File: config.mk
export PLATFORM = sky130hd
export DESIGN_NAME = nfc_host
export DESIGN_NICKNAME = d
export VERILOG_FILES = /design/src/nfc_pkg.sv /design/src/nfc_host.sv
export VERILOG_INCLUDE_DIRS = /design/src
export SDC_FILE = /design/constraint.sdc
export NUM_CORES = 1
export LEC_CHECK = 0
export BUFFER_PORTS_ARGS = -buffer_cell sky130_fd_sc_hd__buf_2
export CELL_PAD_IN_SITES_DETAIL_PLACEMENT = 1
export CELL_PAD_IN_SITES_GLOBAL_PLACEMENT = 2
export CORE_MARGIN = 2
export CORE_UTILIZATION = 30
export CTS_CLUSTER_DIAMETER = 30
export DETAILED_ROUTE_END_ITERATION = 8
export PLACE_DENSITY = 0.79
export SLEW_MARGIN = 10
export SYNTH_ARGS = -nofsm -noshare
export SYNTH_HDL_FRONTEND = slang
export SYNTH_SLANG_ARGS = --single-unit
export TNS_END_PERCENT = 30
File: constraint.sdc
create_clock -name mclk_i -period 4.4 [get_ports mclk_i]
set_input_delay 0.88 -clock mclk_i [delete_from_list [all_inputs] [get_ports mclk_i]]
set_output_delay 0.88 -clock mclk_i [all_outputs]
set_load 0.01 [all_outputs]
File: src/nfc_consts.svh
// Constants for the NAND host sequencer: command codes, widths, timing.
// Assumes an 8-bit NAND device and a 125 MHz host clock.
`ifndef NFC_CONSTS_SVH
`define NFC_CONSTS_SVH
// ----------------------------------------
// Command codes
// ----------------------------------------
`define NFC_C_READ 8'h00
`define NFC_C_ERASE 8'h60
`define NFC_C_START 8'hD0
`define NFC_C_CBRD 8'h35
`define NFC_C_CBIN 8'h85
`define NFC_C_PROG 8'h10
`define NFC_C_STAT 8'h70
`define NFC_C_STAT2 8'h71
`define NFC_C_ID 8'h90
`define NFC_C_RESET 8'hFF
// ----------------------------------------
// Address layout: page in bits 5..0, block in bits 17..6
// ----------------------------------------
`define NFC_ROW_W 18
`define NFC_DIST_BIT 6
`define NFC_HALF_BIT 17
`define NFC_ID_LEN 13'h0005
// ----------------------------------------
// Timing: times in ns, cycle counts derived from the clock period
// ----------------------------------------
`define NFC_CLK_NS 8
`define NFC_WLO_NS 25
`define NFC_WHI_NS 15
`define NFC_REA_NS 20
`define NFC_WB_NS 100
`define NFC_SYNC_CYC 2
`define NFC_WLO_CYC ((`NFC_WLO_NS + `NFC_CLK_NS - 1) / `NFC_CLK_NS)
`define NFC_WHI_CYC ((`NFC_WHI_NS + `NFC_CLK_NS - 1) / `NFC_CLK_NS)
`define NFC_RLO_CYC ((`NFC_REA_NS + `NFC_CLK_NS - 1) / `NFC_CLK_NS + `NFC_SYNC_CYC)
`define NFC_WB_CYC ((`NFC_WB_NS + `NFC_CLK_NS - 1) / `NFC_CLK_NS)
`endif

File: src/nfc_pkg.sv
// Types shared by the NAND host sequencer.
// Assumes nothing beyond a SystemVerilog compiler.
package nfc_pkg;
  // User operations.
  typedef enum logic [2:0] {
    OP_ERASE = 3'h0, OP_ERASE2 = 3'h1, OP_CBREAD = 3'h2, OP_CBPROG = 3'h3,
    OP_ID = 3'h4, OP_STAT = 3'h5, OP_STAT2 = 3'h6, OP_RESET = 3'h7
  } nfc_op_t;
  // Kind of one script step.
  typedef enum logic [2:0] {
    K_CMD = 3'h0, K_ADR = 3'h1, K_WR = 3'h2, K_RD = 3'h3, K_WAIT = 3'h4, K_END = 3'h5
  } nfc_kind_t;
  // Sequencer states, one-hot.
  typedef enum logic [4:0] {
    S_IDLE = 5'h01, S_STEP = 5'h02, S_LO = 5'h04, S_HI = 5'h08, S_BUSY = 5'h10
  } nfc_state_t;
endpackage : nfc_pkg

File: src/nfc_host.sv
// NAND host sequencer: turns user operations into strobed pin cycles.
// Assumes an 8-bit NAND device on the pins and a pull-up on ready/busy.
`timescale 1ns/1ns
`default_nettype none
`include "nfc_consts.svh"

module nfc_host
  import nfc_pkg::*;
(
  input wire logic mclk_i, // System clock.
  input wire logic resetn_i, // Asynchronous reset, active low.
  input wire logic cmd_valid_i, // Operation request.
  output logic cmd_ready_o, // Sequencer idle and taking requests.
  input wire logic [2:0] cmd_op_i, // Operation code.
  input wire logic [15:0] cmd_col_i, // Column address.
  input wire logic [17:0] cmd_row_i, // Row address (block and page).
  input wire logic [17:0] cmd_row2_i, // Second row for dual erase.
  input wire logic [12:0] cmd_len_i, // Data bytes to write, or status bytes to read.
  input wire logic protect_i, // Hold the device write protected.
  output logic done_o, // Operation finished, one cycle.
  output logic err_o, // Request refused, one cycle.
  input wire logic wr_valid_i, // Write byte available.
  output logic wr_ready_o, // Write byte taken.
  input wire logic [7:0] wr_data_i, // Write byte.
  output logic rd_valid_o, // Read byte available.
  input wire logic rd_ready_i, // Read byte taken.
  output logic [7:0] rd_data_o, // Read byte.
  output logic chip_en_n_o, // Chip enable, active low.
  output logic cmd_latch_o, // Command latch enable.
  output logic addr_latch_o, // Address latch enable.
  output logic write_strobe_n_o, // Write strobe, active low.
  output logic read_strobe_n_o, // Read strobe, active low.
  output logic write_prot_n_o, // Write protect, active low.
  output logic [7:0] io_line_o, // Data bus out.
  output logic io_line_oe_o, // Data bus driven by this block.
  input wire logic [7:0] io_line_i, // Data bus in.
  input wire logic ready_busy_out_i // Device ready (high) or busy (low).
);

  // ----------------------------------------
  // Reset release and pin synchronisers
  // ----------------------------------------
  logic rst_s1_r, rst_n; // Reset release pair.
  logic [7:0] io_s1_r, io_s2_r; // Data bus synchroniser.
  logic rb_s1_r, rb_s2_r; // Ready/busy synchroniser.

  // Reset asserts at once but leaves on the clock, so no flop sees a half edge.
  always_ff @(posedge mclk_i or negedge resetn_i) begin
    if (!resetn_i) begin
      rst_s1_r <= 1'b0;
      rst_n <= 1'b0;
    end else begin
      rst_s1_r <= 1'b1;
      rst_n <= rst_s1_r;
    end
  end

  // Pins come from another domain; only the second stage is read.
  always_ff @(posedge mclk_i or negedge rst_n) begin
    if (!rst_n) begin
      io_s1_r <= 8'h00;
      io_s2_r <= 8'h00;
      rb_s1_r <= 1'b0;
      rb_s2_r <= 1'b0;
    end else begin
      io_s1_r <= io_line_i;
      io_s2_r <= io_s1_r;
      rb_s1_r <= ready_busy_out_i;
      rb_s2_r <= rb_s1_r;
    end
  end

  // ----------------------------------------
  // Scripts and decoders
  // ----------------------------------------
  // Step of an operation: kind in bits 10..8, code or address index below.
  function automatic logic [10:0] step(input nfc_op_t op, input logic [3:0] ph);
    logic [10:0] s;
    s = {K_END, 8'h00};
    case (op)
      OP_ERASE: begin
        case (ph)
          4'h0: s = {K_CMD, `NFC_C_ERASE};
          4'h1: s = {K_ADR, 8'h02};
          4'h2: s = {K_ADR, 8'h03};
          4'h3: s = {K_ADR, 8'h04};
          4'h4: s = {K_CMD, `NFC_C_START};
          4'h5: s = {K_WAIT, 8'h00};
          default: s = {K_END, 8'h00};
        endcase
      end
      OP_ERASE2: begin
        case (ph)
          4'h0: s = {K_CMD, `NFC_C_ERASE};
          4'h1: s = {K_ADR, 8'h02};
          4'h2: s = {K_ADR, 8'h03};
          4'h3: s = {K_ADR, 8'h04};
          4'h4: s = {K_CMD, `NFC_C_ERASE};
          4'h5: s = {K_ADR, 8'h05};
          4'h6: s = {K_ADR, 8'h06};
          4'h7: s = {K_ADR, 8'h07};
          4'h8: s = {K_CMD, `NFC_C_START};
          4'h9: s = {K_WAIT, 8'h00};
          default: s = {K_END, 8'h00};
        endcase
      end
      OP_CBREAD: begin
        case (ph)
          4'h0: s = {K_CMD, `NFC_C_READ};
          4'h1: s = {K_ADR, 8'h00};
          4'h2: s = {K_ADR, 8'h01};
          4'h3: s = {K_ADR, 8'h02};
          4'h4: s = {K_ADR, 8'h03};
          4'h5: s = {K_ADR, 8'h04};
          4'h6: s = {K_CMD, `NFC_C_CBRD};
          4'h7: s = {K_WAIT, 8'h00};
          default: s = {K_END, 8'h00};
        endcase
      end
      OP_CBPROG: begin
        case (ph)
          4'h0: s = {K_CMD, `NFC_C_CBIN};
          4'h1: s = {K_ADR, 8'h00};
          4'h2: s = {K_ADR, 8'h01};
          4'h3: s = {K_ADR, 8'h02};
          4'h4: s = {K_ADR, 8'h03};
          4'h5: s = {K_ADR, 8'h04};
          4'h6: s = {K_WR, 8'h00};
          4'h7: s = {K_CMD, `NFC_C_PROG};
          4'h8: s = {K_WAIT, 8'h00};
          default: s = {K_END, 8'h00};
        endcase
      end
      OP_ID: begin
        case (ph)
          4'h0: s = {K_CMD, `NFC_C_ID};
          4'h1: s = {K_ADR, 8'hFF};
          4'h2: s = {K_RD, 8'h00};
          default: s = {K_END, 8'h00};
        endcase
      end
      OP_STAT, OP_STAT2: begin
        case (ph)
          4'h0: s = {K_CMD, (op == OP_STAT) ? `NFC_C_STAT : `NFC_C_STAT2};
          4'h1: s = {K_RD, 8'h00};
          default: s = {K_END, 8'h00};
        endcase
      end
      default: begin
        case (ph)
          4'h0: s = {K_CMD, `NFC_C_RESET};
          4'h1: s = {K_WAIT, 8'h00};
          default: s = {K_END, 8'h00};
        endcase
      end
    endcase
    return s;
  endfunction : step

  // True for operations that may go out while the device is busy.
  function automatic logic busy_ok(input nfc_op_t op);
    return (op == OP_STAT) || (op == OP_STAT2) || (op == OP_RESET);
  endfunction : busy_ok

  // ----------------------------------------
  // Sequencer
  // ----------------------------------------
  nfc_state_t st_r, st_nxt; // Sequencer state.
  nfc_op_t op_r, op_nxt; // Operation in flight.
  logic [3:0] ph_r, ph_nxt; // Step index.
  logic [3:0] cnt_r, cnt_nxt; // Strobe or wait timer.
  logic [12:0] len_r, len_nxt; // Data bytes left.
  logic [15:0] col_r, col_nxt; // Column address.
  logic [17:0] row_r, row_nxt, row2_r, row2_nxt; // Row addresses.
  logic cb_ok_r, cb_ok_nxt, cb_dist_r, cb_dist_nxt; // Copy-back source district.
  logic cle_r, cle_nxt, ale_r, ale_nxt, we_r, we_nxt, re_r, re_nxt; // Pin levels.
  logic oe_r, oe_nxt, wp_r, wp_nxt, done_r, done_nxt, err_r, err_nxt; // Pin and pulses.
  logic [7:0] io_r, io_nxt, abyte; // Bus value and address byte.
  logic [10:0] cur; // Current step.
  nfc_kind_t kind; // Kind of current step.
  logic push, refuse; // Buffer write; request refusal.
  logic [1:0] bcnt_r, bcnt_nxt; // Buffer fill.
  logic [7:0] b0_r, b0_nxt, b1_r, b1_nxt; // Buffer entries, b0 is the head.

  assign cur = step(op_r, ph_r);
  assign kind = nfc_kind_t'(cur[10:8]);
  assign cmd_ready_o = (st_r == S_IDLE);
  assign wr_ready_o = (st_r == S_STEP) && (kind == K_WR) && (len_r != 13'h0000);

  // Address cycles go out low byte first: column, then row.
  always_comb begin
    case (cur[2:0])
      3'h0: abyte = col_r[7:0];
      3'h1: abyte = col_r[15:8];
      3'h2: abyte = row_r[7:0];
      3'h3: abyte = row_r[15:8];
      3'h4: abyte = {6'h00, row_r[17:16]};
      3'h5: abyte = row2_r[7:0];
      3'h6: abyte = row2_r[15:8];
      default: abyte = (cur[7:0] == 8'h07) ? {6'h00, row2_r[17:16]} : 8'h00;
    endcase
  end

  // Busy and pairing checks on the requested operation; block order is never checked.
  always_comb begin
    refuse = 1'b0;
    if (!rb_s2_r && !busy_ok(nfc_op_t'(cmd_op_i)))
      refuse = 1'b1;
    else if (nfc_op_t'(cmd_op_i) == OP_ERASE2)
      refuse = (cmd_row_i[`NFC_HALF_BIT] != cmd_row2_i[`NFC_HALF_BIT])
        || (cmd_row_i[`NFC_DIST_BIT] == cmd_row2_i[`NFC_DIST_BIT]);
    else if (nfc_op_t'(cmd_op_i) == OP_CBPROG)
      refuse = !cb_ok_r || (cb_dist_r != cmd_row_i[`NFC_DIST_BIT]);
  end

  // Next values of the sequencer and its pins.
  always_comb begin
    st_nxt = st_r;
    op_nxt = op_r;
    ph_nxt = ph_r;
    cnt_nxt = cnt_r;
    len_nxt = len_r;
    col_nxt = col_r;
    row_nxt = row_r;
    row2_nxt = row2_r;
    cb_ok_nxt = cb_ok_r;
    cb_dist_nxt = cb_dist_r;
    cle_nxt = cle_r;
    ale_nxt = ale_r;
    we_nxt = we_r;
    re_nxt = re_r;
    oe_nxt = oe_r;
    io_nxt = io_r;
    wp_nxt = !protect_i;
    done_nxt = 1'b0;
    err_nxt = 1'b0;
    push = 1'b0;
    case (st_r)
      S_IDLE: begin
        cle_nxt = 1'b0;
        ale_nxt = 1'b0;
        oe_nxt = 1'b0;
        if (cmd_valid_i && refuse) begin
          err_nxt = 1'b1;
        end else if (cmd_valid_i) begin
          op_nxt = nfc_op_t'(cmd_op_i);
          ph_nxt = 4'h0;
          col_nxt = cmd_col_i;
          row_nxt = cmd_row_i;
          row2_nxt = cmd_row2_i;
          len_nxt = (nfc_op_t'(cmd_op_i) == OP_ID) ? `NFC_ID_LEN : cmd_len_i;
          if (nfc_op_t'(cmd_op_i) == OP_CBREAD) begin
            cb_ok_nxt = 1'b1;
            cb_dist_nxt = cmd_row_i[`NFC_DIST_BIT];
          end
          st_nxt = S_STEP;
        end
      end
      S_STEP: begin
        cle_nxt = (kind == K_CMD);
        ale_nxt = (kind == K_ADR);
        oe_nxt = (kind == K_CMD) || (kind == K_ADR) || (kind == K_WR);
        case (kind)
          K_CMD, K_ADR: begin
            io_nxt = (kind == K_CMD) ? cur[7:0] : abyte;
            we_nxt = 1'b0;
            cnt_nxt = 4'(`NFC_WLO_CYC);
            st_nxt = S_LO;
          end
          K_WR: begin
            if (len_r == 13'h0000) begin
              ph_nxt = ph_r + 4'h1;
            end else if (wr_valid_i) begin
              io_nxt = wr_data_i;
              we_nxt = 1'b0;
              cnt_nxt = 4'(`NFC_WLO_CYC);
              st_nxt = S_LO;
            end
          end
          K_RD: begin
            // A full buffer holds off the next strobe so no byte is lost.
            if (len_r == 13'h0000) begin
              ph_nxt = ph_r + 4'h1;
            end else if (bcnt_r != 2'h2) begin
              re_nxt = 1'b0;
              cnt_nxt = 4'(`NFC_RLO_CYC);
              st_nxt = S_LO;
            end
          end
          K_WAIT: begin
            cnt_nxt = 4'(`NFC_WB_CYC);
            st_nxt = S_BUSY;
          end
          default: begin
            done_nxt = 1'b1;
            st_nxt = S_IDLE;
          end
        endcase
      end
      S_LO: begin
        if (cnt_r == 4'h1) begin
          we_nxt = 1'b1;
          re_nxt = 1'b1;
          push = (kind == K_RD);
          cnt_nxt = 4'(`NFC_WHI_CYC);
          st_nxt = S_HI;
        end else begin
          cnt_nxt = cnt_r - 4'h1;
        end
      end
      S_HI: begin
        // Bus and latch levels stay through the high time to meet hold.
        if (cnt_r == 4'h1) begin
          st_nxt = S_STEP;
          if ((kind == K_WR) || (kind == K_RD)) begin
            len_nxt = len_r - 13'h0001;
            if (len_r == 13'h0001)
              ph_nxt = ph_r + 4'h1;
          end else begin
            ph_nxt = ph_r + 4'h1;
          end
        end else begin
          cnt_nxt = cnt_r - 4'h1;
        end
      end
      S_BUSY: begin
        // The device may take a while to pull busy; wait before sampling it.
        cle_nxt = 1'b0;
        ale_nxt = 1'b0;
        oe_nxt = 1'b0;
        if (cnt_r != 4'h0) begin
          cnt_nxt = cnt_r - 4'h1;
        end else if (rb_s2_r) begin
          ph_nxt = ph_r + 4'h1;
          st_nxt = S_STEP;
        end
      end
      default: st_nxt = S_IDLE;
    endcase
  end

  // Sequencer registers.
  always_ff @(posedge mclk_i or negedge rst_n) begin
    if (!rst_n) begin
      st_r <= S_IDLE;
      op_r <= OP_RESET;
      ph_r <= 4'h0;
      cnt_r <= 4'h0;
      len_r <= 13'h0000;
      col_r <= 16'h0000;
      row_r <= 18'h00000;
      row2_r <= 18'h00000;
      cb_ok_r <= 1'b0;
      cb_dist_r <= 1'b0;
      cle_r <= 1'b0;
      ale_r <= 1'b0;
      we_r <= 1'b1;
      re_r <= 1'b1;
      oe_r <= 1'b0;
      io_r <= 8'h00;
      wp_r <= 1'b0;
      done_r <= 1'b0;
      err_r <= 1'b0;
    end else begin
      st_r <= st_nxt;
      op_r <= op_nxt;
      ph_r <= ph_nxt;
      cnt_r <= cnt_nxt;
      len_r <= len_nxt;
      col_r <= col_nxt;
      row_r <= row_nxt;
      row2_r <= row2_nxt;
      cb_ok_r <= cb_ok_nxt;
      cb_dist_r <= cb_dist_nxt;
      cle_r <= cle_nxt;
      ale_r <= ale_nxt;
      we_r <= we_nxt;
      re_r <= re_nxt;
      oe_r <= oe_nxt;
      io_r <= io_nxt;
      wp_r <= wp_nxt;
      done_r <= done_nxt;
      err_r <= err_nxt;
    end
  end

  // ----------------------------------------
  // Two-entry read buffer
  // ----------------------------------------
  // Next buffer contents from push and pop.
  always_comb begin
    bcnt_nxt = bcnt_r;
    b0_nxt = b0_r;
    b1_nxt = b1_r;
    case ({push, rd_valid_o && rd_ready_i})
      2'b10: begin
        if (bcnt_r == 2'h0) b0_nxt = io_s2_r;
        else b1_nxt = io_s2_r;
        bcnt_nxt = bcnt_r + 2'h1;
      end
      2'b01: begin
        b0_nxt = b1_r;
        bcnt_nxt = bcnt_r - 2'h1;
      end
      2'b11: begin
        if (bcnt_r == 2'h1) begin
          b0_nxt = io_s2_r;
        end else begin
          b0_nxt = b1_r;
          b1_nxt = io_s2_r;
        end
      end
      default: bcnt_nxt = bcnt_r;
    endcase
  end

  // Buffer registers.
  always_ff @(posedge mclk_i or negedge rst_n) begin
    if (!rst_n) begin
      bcnt_r <= 2'h0;
      b0_r <= 8'h00;
      b1_r <= 8'h00;
    end else begin
      bcnt_r <= bcnt_nxt;
      b0_r <= b0_nxt;
      b1_r <= b1_nxt;
    end
  end

  assign rd_valid_o = (bcnt_r != 2'h0);
  assign rd_data_o = b0_r;
  assign done_o = done_r;
  assign err_o = err_r;
  assign chip_en_n_o = (st_r == S_IDLE);
  assign cmd_latch_o = cle_r;
  assign addr_latch_o = ale_r;
  assign write_strobe_n_o = we_r;
  assign read_strobe_n_o = re_r;
  assign write_prot_n_o = wp_r;
  assign io_line_o = io_r;
  assign io_line_oe_o = oe_r;

endmodule : nfc_host
`default_nettype wire

======== Yosys cells after proc, flatten, opt, wreduce, memory -nomap -nowiden ========
Memory sizes are Yosys's and may differ from the RTL's.
Cells that the tools add are included.
word-level totals
  input bits .............................. 91
  output and inout bits ................... 28
  register bits ........................... 137
  memories kept ........................... 3
  logic and storage cells ................. 235
  memory bits (read-only) ................. 328
memories
  name              words  width  rd ports  clocked after Yosys merged registers in  wr ports  RTL line         source
  (name not given)  16     9      1         0                                        0         nfc_host.sv:93   case (ph)
  (name not given)  16     8      1         0                                        0         nfc_host.sv:121  case (ph)
  (name not given)  8      7      1         0                                        0         nfc_host.sv:108  case (ph)
operators by class
  multiplexer cells ....................... 78
  reductions and logical operators ........ 50
  bitwise logic cells ..................... 1
  $add $sub $neg .......................... 5
  eq/ne operators ......................... 70
operator list
  cell                                                                     number
  11-bit case mux with 6 select lines                                      2
  13-bit two-way mux                                                       5
  4-bit two-way mux                                                        16
  8-bit two-way mux                                                        7
  8-bit case mux with 7 select lines                                       1
  5-bit two-way mux                                                        10
  4-bit case mux with 4 select lines                                       3
  11-bit case mux with 2 select lines                                      2
  2-bit != test (second input constant)                                    17
  3-bit equality test (second input constant)                              11
  11-bit case mux with 3 select lines                                      1
  8-bit case mux with 2 select lines                                       2
  13-bit case mux with 2 select lines                                      1
  5-bit case mux with 5 select lines                                       1
  3-bit by 2-bit equality test with 1-bit output (second input constant)   8
  8-bit case mux with 3 select lines                                       1
  5-bit case mux with 4 select lines                                       1
  1-bit two-way mux                                                        16
  3-bit != test (second input constant)                                    5
  5-bit AND reduction                                                      3
  2-bit nonzero test                                                       7
  13-bit by 1-bit equality test with 1-bit output (second input constant)  1
  13-bit zero test                                                         1
  13-bit nonzero test                                                      1
  other kinds (43)                                                         81

======== Depth between registers and ports, before layout ========
Gate-level depths: netlist (run 1).
  word-level depth ........................ 10
  depth in mapped cells ................... 14

======== Least setup slack after synthesis (run 1) ========
OpenSTA, ideal clock, no wires.
  path type ............................... flip-flop to output port
  start point ............................. register ph_r[0]
  end point ............................... output wr_ready_o
  arrival time ............................ 2.309 ns
  setup slack ............................. 1.211 ns
  path buffers ............................ 0
  cell stages (with the launch flop) ...... 9
  cell sequence ........................... dfrtp_1 inv_1 ha_1 or4b_1 a32o_1 a32oi_2 and2_2 o21ai_1 nor3_1
on the way
  longest elaborated chain between the ends .. 6
  elaborated cells on any way between the ends .. 18
RTL lines
  element                                              RTL line         source
  from (decl)                                          nfc_host.sv:170  logic [3:0] ph_r, ph_nxt;
  from (signal assigned)                               nfc_host.sv:367  ph_r <= ph_nxt;
  memory read 8 x 7 bit, or another cell as far along  n/a
  11-bit two-way mux, or another cell as far along     nfc_host.sv:108
  11-bit case mux with 6 select lines (*)              nfc_host.sv:80   case (op)
  3-bit by 2-bit equality test with 1-bit output (*)   nfc_host.sv:188  assign wr_ready_o = (st_r == S_STEP) && (kind == K_WR) && (len_r != 13'h0000);
  1-bit logical AND (*) (2 in series)                  nfc_host.sv:188
  to (decl)                                            nfc_host.sv:23   output logic wr_ready_o,
Mark *: on every way between the ends. The rest lies on a longest branch, timed or not.

======== Worst setup path after layout (run 1) ========
  start point ............................. register ph_r[1]
  end point ............................... output wr_ready_o
The elaborated chain is that of the path after synthesis.

==> results of run 1 <==
## layer usage
layer / track usage (%) / vias up / part of all wire (%)
li1: - / 2801 / -
met1: 22.5 / 3014 / 44
met2: 30.0 / 119 / 50
met3: 3.77 / 33 / 3.6
met4: 6.14 / 0 / 2.2
met5: 0 / - / 0
## cell type report
cell class,count,area share (%)
Clock inverter,12,1.56
Multi-Input combinational cell,496,41.0
Sequential cell,137,38.7
Clock buffer,20,5.14
Tap cell,324,4.56
Timing Repair Buffer,131,7.89
Inverter,26,1.10
## how the worst min path moves through the flow
stage / slack (ns) / endpoint / cells past startpoint
floorplan: 0.33 / io_s2_r[0] / 0
global placement: 0.33 / io_s2_r[6] / 0
detailed placement: 0.34 / io_s2_r[0] / 0
CTS: 0.20 / rst_n / 1
global route: 0.20 / rst_n / 1
finish: 0.22 / rst_n / 1
## timing repair
| item | 4_1_cts | 5_1_grt |
|---|---|---|
| setup buffers | 0 | 0 |
| resized for setup | 0 | 3 |
| endpoints found under the setup margin | 0 | 1 |
| hold buffers | 0 | 0 |
## kinds of logic (layout without fill, tap and decap cells)
kind of cell	after synthesis	after routing	synth area share, %
XOR/XNOR	6	6	0.716
AND/OR/NAND/NOR	193	193	13.7
flip-flops	137	137	46.8
multiplexers	94	94	14.1
AO/OA/AOI/OAI	186	186	18.1
buffers and inverters	61	189	3.78
adder cells (fa/ha/maj)	16	16	2.73
other	1	1	0.0511
## cells in the mapped netlist, drive strengths merged, types with 7 or more instances
| cell | count | area [µm²] |
|---|---|---|
| dfrtp | 131 | 3280 |
| a21oi | 29 | 160 |
| buf | 21 | 128 |
| ha | 16 | 200 |
| o211ai | 9 | 67.6 |
| inv | 26 | 97.6 |
| nand2 | 38 | 143 |
| mux2 | 74 | 837 |
| a31oi | 15 | 93.8 |
| clkbuf | 14 | 52.6 |
| o21ai | 51 | 255 |
| a22o | 12 | 105 |
| nor3 | 22 | 126 |
| nor2 | 52 | 200 |
| a221oi | 9 | 78.8 |
| mux2i | 20 | 200 |
| nor2b | 7 | 43.8 |
| nand2b | 9 | 56.3 |
| nand3 | 20 | 100 |
## flip-flops by register name, indices dropped and copies added, names as in the netlist, 2 cells and up
name and count:
io_line_o 8, col_r 16, b1_r 8, io_s1_r 8
bcnt_r 2, cnt_r 4, row2_r 18, io_s2_r 8
len_r 13, row_r 18, op_r 3, ph_r 4
st_r 5, rd_data_o 8
## per-stage QoR
step                area [µm²]  utilization (%)  hold slack, ns  cells
global placement          8270             34.2           0.331   1114
floorplan                 7340                -           0.331    694
CTS                       8870             36.7           0.203   1146
finish                    8880             36.7           0.224   1146
detailed placement        8270             34.2           0.336   1114
global route              8880             36.7           0.204   1146
## power breakdown
| part | total, mW | switching, mW | leakage (nW) | internal (mW) |
|---|---|---|---|---|
| logic | 2.86 | 1.63 | 1.92 | 1.23 |
| registers | 2.16 | 0.406 | 1.67 | 1.76 |
| clock network | 1.45 | 0.578 | 0.286 | 0.873 |
==> metrics.yaml, run 1 <==
antenna_found_initial: 1
core_area_um2: 24200
cts_root_buffer: "clkbuf_16"
synth_enable_flop_cells: 0
fin_nets: 916
pre_cts_ws_ns: 0.486
critical_path_arrival_ns: 3.27
die-area_um2: 25700
max_freq_ghz: 0.241
outcome: "completed"
path_buf_inv: 2
ys_warn_count: 0
routedWlPerCell_um: 19.4
firstDrtPassIters: 4
layout_commonest_cell: "dfrtp_1"
synth_cells: 694
seq_area_um2: 3440
cts_tree: "done"
ios: 119
row_count: 57
slew-limit-headroom_pct: 27.9
cts_max_path_buffers: 2
finalCritPeriodShare_pct: 94.3
r2r.worst_path.cells: 12
die_y_um: 160
critPathKind: "flop to output pin"
wl_um: 22200
drive_above_1_share_pct: 33.0
ant_nets: 0
route.vias.total: 5967
worst_slew_pin_slew_ns: 1.08
numCtsBuffers: 17
power_mw: 6.47
r2r-end: "b1_r[7]"
end_kind: "output pin"
worstSetupStartpoint: "ph_r[1]"
crit_path_start_kind: "flop"
power_density_nw_per_um2: 728
grt_first_pass_wirelength_um: 36000
fillers: 2748
synth_flop_cell: "dfrtp_1"
finalCriticalPeriod_ns: 4.15
syn_area_um2: 7340
insertion_delay_ns: 0.43
fin_tns_setup_ns: 0
maxCapViolCount: 0
areaGrowthSynthToFinish_pct: 21.0
ir_drop_v: 0.000295
crit_chain: "inv_1, ha_2, or4b_1, a32o_1, a32oi_2, and2_2, o21ai_1, nor3_1, buf_2"
r2r_start: "ph_r[1]"
crit_end: "wr_ready_o"
vias_per_cell: 5.21
syn_nets: 801
drc: 0
grt_pass1_vias: 6417
async_reset_ff_share_pct: 100
cpPeakStageDelay_ns: 0.52
p_leak_nw: 3.87
rsz0062_at_grt: "false"
htree_levels: 4
r2r_slack_ns: 0.82
start_util_pct: 30.4
slowest_stage: "or4b_1"
hp-class: "input pin to async pin"
clk_pin_slew_ns: 0.06
cts.sinks: 137
die_x_um: 160
track_usage_pct: 17.8
multi_input_area_um2: 3640
final.setup.worst_slack_ns: 0.252
synth_area_per_cell_um2: 10.6
cp_num_cells: 9
final_cell_mix: "dfrtp_1, buf_2, mux2_2"
ys_seq_elements: 137
first_iter_violations: 257
port_buffers: 118
seq_area_frac_synth_pct: 46.8
synth_cell_types: 84
cp_top_family: "simple AND/OR/NAND/NOR gates"
drv_slew: 0
diodes: 0
hpwl_um: 16500
finalSetupViolCount: 0
gp_congestion: 0.877
worst-path-max-fanout: 13
grt_overflow: 0
fin_skew_ns: 0.0128
critPathRequiredTime_ns: 3.52
hold_viol: 0
grt_max_degree: 80
No activity file was read; power rests on OpenSTA's default activity.
==> inputs of run 2 (changes only) <==
--- a/config.mk
+++ b/config.mk
@@ -6,6 +6,7 @@
 export SDC_FILE = /design/constraint.sdc
 export NUM_CORES = 1
 export LEC_CHECK = 0
+export ABC_AREA = 1
 export BUFFER_PORTS_ARGS = -buffer_cell sky130_fd_sc_hd__buf_2
 export CELL_PAD_IN_SITES_DETAIL_PLACEMENT = 1
 export CELL_PAD_IN_SITES_GLOBAL_PLACEMENT = 2
@@ -13,7 +14,7 @@
 export CORE_UTILIZATION = 30
 export CTS_CLUSTER_DIAMETER = 30
 export DETAILED_ROUTE_END_ITERATION = 8
-export PLACE_DENSITY = 0.79
+export PLACE_DENSITY = 0.85
 export SLEW_MARGIN = 10
 export SYNTH_ARGS = -nofsm -noshare
 export SYNTH_HDL_FRONTEND = slang
==> run 2 against run 1 <==
Net effect: fmax increased by 15%; setup slack improved by 0.54 ns; via count increased by 14%; cell area increased by 2.4%; synthesized cell count increased by 40%; combinational power increased by 2%.
==> metrics.yaml, run 2 <==
diodes: 0  # unchanged
critical_path_arrival_ns: 2.73  # -0.54 ns
drc: 0  # unchanged
swShare_pct: 44.7  # +4.3 points
critPathKind: "flop to output pin"
finalSetupViolCount: 0  # unchanged
maxCapViolCount: 0  # unchanged
die_x_um: 163  # +1.7%
ant_nets: 0  # unchanged
insertion_delay_ns: 0.43  # about the same
cts_resized: 0  # unchanged
finalCritPeriodShare_pct: 82.0  # -12 points
clockPowerShare_pct: 22.9  # +0.5 points
first_iter_violations: 351  # +37%
drive_above_1_share_pct: 21.8  # -11 points
multi_input_area_um2: 3570  # -2.2%
final.setup.worst_slack_ns: 0.790  # +0.538 ns
yosys.cell_count.top_type: "nand2_1"
firstDrtPassIters: 5  # +1
grt_first_pass_wirelength_um: 37400  # +3.8%
routedWlPerCell_um: 16.1  # -17%
die-area_um2: 26600  # +3.5%
max_freq_ghz: 0.277  # +15%
p_leak_nw: 4.74  # +23%
cts_root_buffer: "clkbuf_16"
hp-class: "input pin to async pin"
syn_nets: 1077  # +34%
start_util_pct: 30.4  # about the same
fin_skew_ns: 0.0106  # -0.00218 ns
fin_nets: 1189  # +30%
largestRegisters: "row2_r: 18 flops, row_r: 18 flops, col_r: 16 flops"
final_cell_mix: "nand2_1, dfrtp_1, nor2_1"
grt_overflow: 0  # unchanged
slew-limit-headroom_pct: 36.6  # +8.8 points
areaGrowthSynthToFinish_pct: 19.6
route.vias.total: 6780  # +14%
post_cts_buffers: 0  # unchanged
power_density_nw_per_um2: 704  # -3.3%
row_count: 58  # +1.8%
synth_common_cells: "nand2_1, dfrtp_1, nor2_1, inv_1, nand3_1"
finalCriticalPeriod_ns: 3.61  # -0.538 ns
cts.sinks: 137  # unchanged
synth_cells: 970  # +40%
port_buffers: 118  # unchanged
wl_um: 22900  # +3.1%
synth_area_per_cell_um2: 7.84  # -26%
end_kind: "output pin"
die_y_um: 163  # +1.7%
seq_area_frac_synth_pct: 45.2  # -1.6 points
clk_pin_slew_ns: 0.07  # about the same
synth_flop_cell: "dfrtp_1"
hold_viol: 0  # unchanged
numCtsBuffers: 17  # unchanged
track_usage_pct: 17.9  # +0.19 points
ir_drop_v: 0.000248  # -16%
layout_commonest_cell: "nand2_1"
gp_congestion: 0.908  # +3.4%
ys_warn_count: 0  # unchanged
drv_slew: 0  # unchanged
synth_cell_types: 43  # -49%
p_int_mw: 3.54  # -8.2%
async_reset_ff_share_pct: 100  # unchanged
fillers: 3125  # +14%
antenna_found_initial: 0  # -1
worst-path-max-fanout: 17  # +4
crit_path_start_kind: "flop"
combPwrFrac_pct: 45.8  # +1.7 points
seq_area_um2: 3440  # unchanged
yosys.area.top_type_share_pct: 43.1  # -1.6 points
synth_area_leaders: "dfrtp_1, nand2_1, nor2_1"
synth_largest_area_cell: "dfrtp_1"
p_switching_mw: 2.86  # +9.7%
p_seq_share_pct: 31.3  # -2.1 points
worst_slew_pin_slew_ns: 0.946  # -0.135 ns
outcome: "completed"
hpwl_um: 17000  # +2.8%
vias_per_cell: 4.76  # -8.6%
core_area_um2: 25000  # +3.6%
syn_area_um2: 7610  # +3.6%
critPathRequiredTime_ns: 3.52  # about the same
pre_cts_ws_ns: 1.13  # +0.642 ns
hold-worst-slack_ns: 0.219  # -0.00566 ns
synth_enable_flop_cells: 0  # unchanged
grt_max_degree: 77  # -3.8%
rsz0062_at_grt: "false"
grt_pass1_vias: 7132  # +11%
cts_hold_buf: 0  # unchanged
ys_seq_elements: 137  # unchanged
ios: 119  # unchanged
cts_tree: "done"
htree_levels: 4  # unchanged
fin_tns_setup_ns: 0  # unchanged
cts_max_path_buffers: 2  # unchanged
run 2: cell count changes after synthesis, sizes merged, moves of 11 or more:
cell and change:
mux2 -39, nand3 +58, o21ai +27, a31oi -15, nand4 +16, mux2i -20
nand2 +211, a22o -12, inv +89, nor3 -11, nor2 +81
run 2: cells by family (layout without fill, tap and decap cells):
logic type / count (synthesis) / count (layout) / share of synthesized area, %
AO/OA/AOI/OAI: 130 / 130 / 9.39
XOR/XNOR: 7 / 7 / 0.806
adder cells (fa/ha/maj): 16 / 16 / 2.63
buffers and inverters: 146 / 271 / 7.99
flip-flops: 137 / 137 / 45.2
multiplexers: 35 / 35 / 5.18
other: 1 / 1 / 0.0493
AND/OR/NAND/NOR: 498 / 498 / 28.8
run 2: metal layers:
layer  track usage, %  part of all wire [%]
met4             6.60                   2.3
met3             3.43                   3.8
met2             29.2                    47
met5                0                     0
met1             23.7                    47
run 2: critical path: stages, from the launching register on:
cell and delay, ns:
dfrtp_1 0.41, inv_1 0.22, ha_1 0.38, o21ai_1 0.14
nor2_1 0.12, nand2_1 0.05, nand2_1 0.08, nand3_2 0.09
o21ai_4 0.24, nand2_2 0.27, nor2_1 0.15, buf_2 0.14
run 2: path summary, 6_finish.rpt:
kind / cells past startpoint / endpoint / from / slack (ns)
min reg2reg: 0 / io_s2_r[1] / io_s1_r[1] / 0.34
max reg2reg: 13 / b1_r[2] / ph_r[0] / 1.15
min: 1 / rst_n / resetn_i / 0.22
min in group mclk_i: 0 / io_s2_r[1] / io_s1_r[1] / 0.34
max in group asynchronous: 1 / write_strobe_n_o / rst_n / 3.03
max: 11 / wr_ready_o / ph_r[0] / 0.79
run 2: layout make-up:
| class | instances | share of cell area (%) |
|---|---|---|
| flip-flops and latches | 137 | 37.8 |
| well taps | 330 | 4.54 |
| multi-input cells | 687 | 39.2 |
| repair buffers | 121 | 7.02 |
| clock buffers | 18 | 4.83 |
| inverters | 118 | 4.88 |
| clock inverters | 14 | 1.72 |
run 2: power groups by stage:
stage	Sequential (mW)	Combinational [mW]	Clock (mW)
detailed placement	2.03	2.93	0
global route	2.07	3.34	1.56
floorplan	1.99	2.13	0
finish	2.01	2.93	1.47
CTS	2.01	2.95	1.52
global placement	2.01	2.86	0
run 2: metrics by stage:
step	total power, mW	util (%)	area, µm²	instances
after floorplan	4.12	-	7610	970
after global placement	4.87	34.0	8500	1393
after detailed placement	4.96	34.0	8500	1393
after CTS	6.48	36.3	9100	1425
after global routing	6.97	36.3	9100	1425
final	6.41	36.3	9100	1425
==> inputs of run 3 (changes only) <==
--- a/config.mk
+++ b/config.mk
@@ -14,7 +14,7 @@
 export CORE_UTILIZATION = 30
 export CTS_CLUSTER_DIAMETER = 30
 export DETAILED_ROUTE_END_ITERATION = 8
-export PLACE_DENSITY = 0.85
+export PLACE_DENSITY = 0.82
 export SLEW_MARGIN = 10
 export SYNTH_ARGS = -nofsm -noshare
 export SYNTH_HDL_FRONTEND = slang
==> constraint.sdc (replaced) <==
create_clock -name mclk_i -period 3.5 [get_ports mclk_i]
set_input_delay 0.7 -clock mclk_i [delete_from_list [all_inputs] [get_ports mclk_i]]
set_output_delay 0.7 -clock mclk_i [all_outputs]
set_load 0.01 [all_outputs]
==> run 3 against run 2 <==
Net effect: global-route usage fell by 0.27 points; count of clock-buffer cells in the layout rose by 1; register-to-register slack got worse by 0.71 ns; wire length down 0.20%; utilization increased by 0.37 points; via count unchanged; sequential power is 25% higher; largest power group unchanged.
==> metrics.yaml, run 3 (synthesis gave the netlist of run 2 again) <==
combPwrFrac_pct: 45.1  # -0.7 points
power_density_nw_per_um2: 892  # +27%
worst_slew_pin_slew_ns: 0.891  # -0.0555 ns
post_cts_buffers: 0  # unchanged
grt_first_pass_wirelength_um: 37000  # -0.96%
final_cell_area_um2: 9190  # +1.0%
critPathKind: "flop to output pin"
gp_congestion: 0.888  # -2.1%
layout_commonest_cell: "nand2_1"
core_area_um2: 25000  # unchanged
vias_per_cell: 4.73  # -0.49%
drv_slew: 0  # unchanged
die_y_um: 163  # unchanged
slew-limit-headroom_pct: 40.6  # +4.0 points
crit_path_start_kind: "flop"
critPathRequiredTime_ns: 2.80  # -0.72 ns
row_count: 58  # unchanged
firstDrtPassIters: 5  # unchanged
route.vias.total: 6780  # unchanged
clockPowerShare_pct: 24.1  # +1.2 points
p_leak_nw: 4.79  # +1.1%
worst-path-max-fanout: 8  # -9
final_cell_mix: "nand2_1, dfrtp_1, nor2_1"
clk_pin_slew_ns: 0.06  # about the same
finalCriticalPeriod_ns: 3.17
pre_cts_ws_ns: 0.347  # -0.782 ns
routedWlPerCell_um: 15.9  # -0.69%
ant_nets: 0  # unchanged
fin_nets: 1196  # +0.59%
fin_tns_setup_ns: 0  # unchanged
grt_overflow: 0  # unchanged
cts_tree: "done"
max_freq_ghz: 0.315
dpl_cell_area_um2: 8550  # +0.62%
ir_drop_v: 0.000294  # +19%
final.setup.worst_slack_ns: 0.330  # -0.460 ns
hold_viol: 0  # unchanged
cts_max_path_buffers: 2  # unchanged
finalSetupViolCount: 0  # unchanged
start_util_pct: 30.4  # unchanged
first_iter_violations: 364  # +3.7%
die_x_um: 163  # unchanged
track_usage_pct: 17.7  # -0.27 points
largestRegisters: "row2_r: 18 flops, row_r: 18 flops, col_r: 16 flops"
cts_root_buffer: "clkbuf_16"
seq_area_um2: 3440  # unchanged
cts_resized: 0  # unchanged
maxCapViolCount: 0  # unchanged
htree_levels: 4  # unchanged
end_kind: "output pin"
swShare_pct: 43.4  # -1.2 points
wl_um: 22800  # -0.20%
areaGrowthSynthToFinish_pct: 20.8
drc: 0  # unchanged
outcome: "completed"
die-area_um2: 26600  # unchanged
grt_max_degree: 77  # unchanged
grt_pass1_vias: 7048  # -1.2%
drive_above_1_share_pct: 22.4  # +0.59 points
rsz0062_at_grt: "false"
p_switching_mw: 3.56  # +24%
fin_skew_ns: 0.0162  # +0.00562 ns
finalCritPeriodShare_pct: 90.6
antenna_found_initial: 0  # unchanged
hpwl_um: 17000  # +0.32%
fillers: 3084  # -1.3%
ios: 119  # unchanged
multi_input_area_um2: 3570  # about the same
port_buffers: 118  # unchanged
cts.sinks: 137  # unchanged
numCtsBuffers: 17  # unchanged
critical_path_arrival_ns: 2.47  # -0.26 ns
insertion_delay_ns: 0.43  # about the same
diodes: 0  # unchanged
hp-class: "input pin to async pin"
p_seq_share_pct: 30.8  # -0.5 points
cts_hold_buf: 0  # unchanged
p_int_mw: 4.64  # +31%
-- run 3: final timing paths --
| kind | to | depth (start not counted) | start | slack, ns |
|---|---|---|---|---|
| max | wr_ready_o | 11 | ph_r[0] | 0.33 |
| min | rst_n | 1 | resetn_i | 0.05 |
| max reg2reg | rd_data_o[2] | 15 | ph_r[0] | 0.44 |
| min reg2reg | io_s2_r[4] | 0 | io_s1_r[4] | 0.35 |
| max in group asynchronous | b1_r[7] | 1 | rst_n | 2.23 |
| min in group mclk_i | io_s2_r[4] | 0 | io_s1_r[4] | 0.35 |
-- run 3: final cells by class --
class | instances | share of cell area, %
multi-input combinational | 687 | 38.8
sequential | 137 | 37.4
timing repair buffer | 128 | 7.52
clock buffer | 19 | 4.93
inverter | 118 | 4.83
tap | 330 | 4.49
clock inverter | 13 | 1.96
-- run 3: routing by layer --
layer  part of all wire (%)  vias to the layer above  GRT usage, %
met5                      0                        -             0
met1                     47                     3291          23.8
li1                       -                     3361             -
met3                    3.2                       16          2.31
met2                     48                      112          29.6
met4                    1.3                        0          5.15
-- run 3: critical path, cell delays in order (launching register included) --
cell      delay, ns
dfrtp_1        0.41
inv_1          0.22
ha_2           0.32
nand2_4        0.10
clkinv_2       0.09
nand3_2        0.06
nand2_1        0.09
nand3_2        0.11
o21ai_4        0.25
nand2_2        0.09
nor2_1         0.13
buf_2          0.17
-- run 3: power by group through the flow --
| stage | clock, mW | sequential (mW) | combinational [mW] |
|---|---|---|---|
| final | 1.98 | 2.52 | 3.70 |
| after global routing | 2.08 | 2.60 | 4.24 |
| after CTS | 2.03 | 2.53 | 3.74 |
| after detailed placement | 0 | 2.56 | 3.71 |
| after global placement | 0 | 2.53 | 3.64 |
| after floorplan | 0 | 2.49 | 2.68 |
-- run 3: stage by stage --
stage          hold WS [ns]  cells  power [mW]  util, %
4_1_cts              0.0293   1432        8.30     36.7
5_1_grt              0.0347   1432        8.91     36.7
2_1_floorplan         0.331    970        5.18        -
3_3_place_gp          0.334   1400        6.17     34.2
6_report             0.0456   1432        8.20     36.7
3_5_place_dp          0.340   1400        6.26     34.2
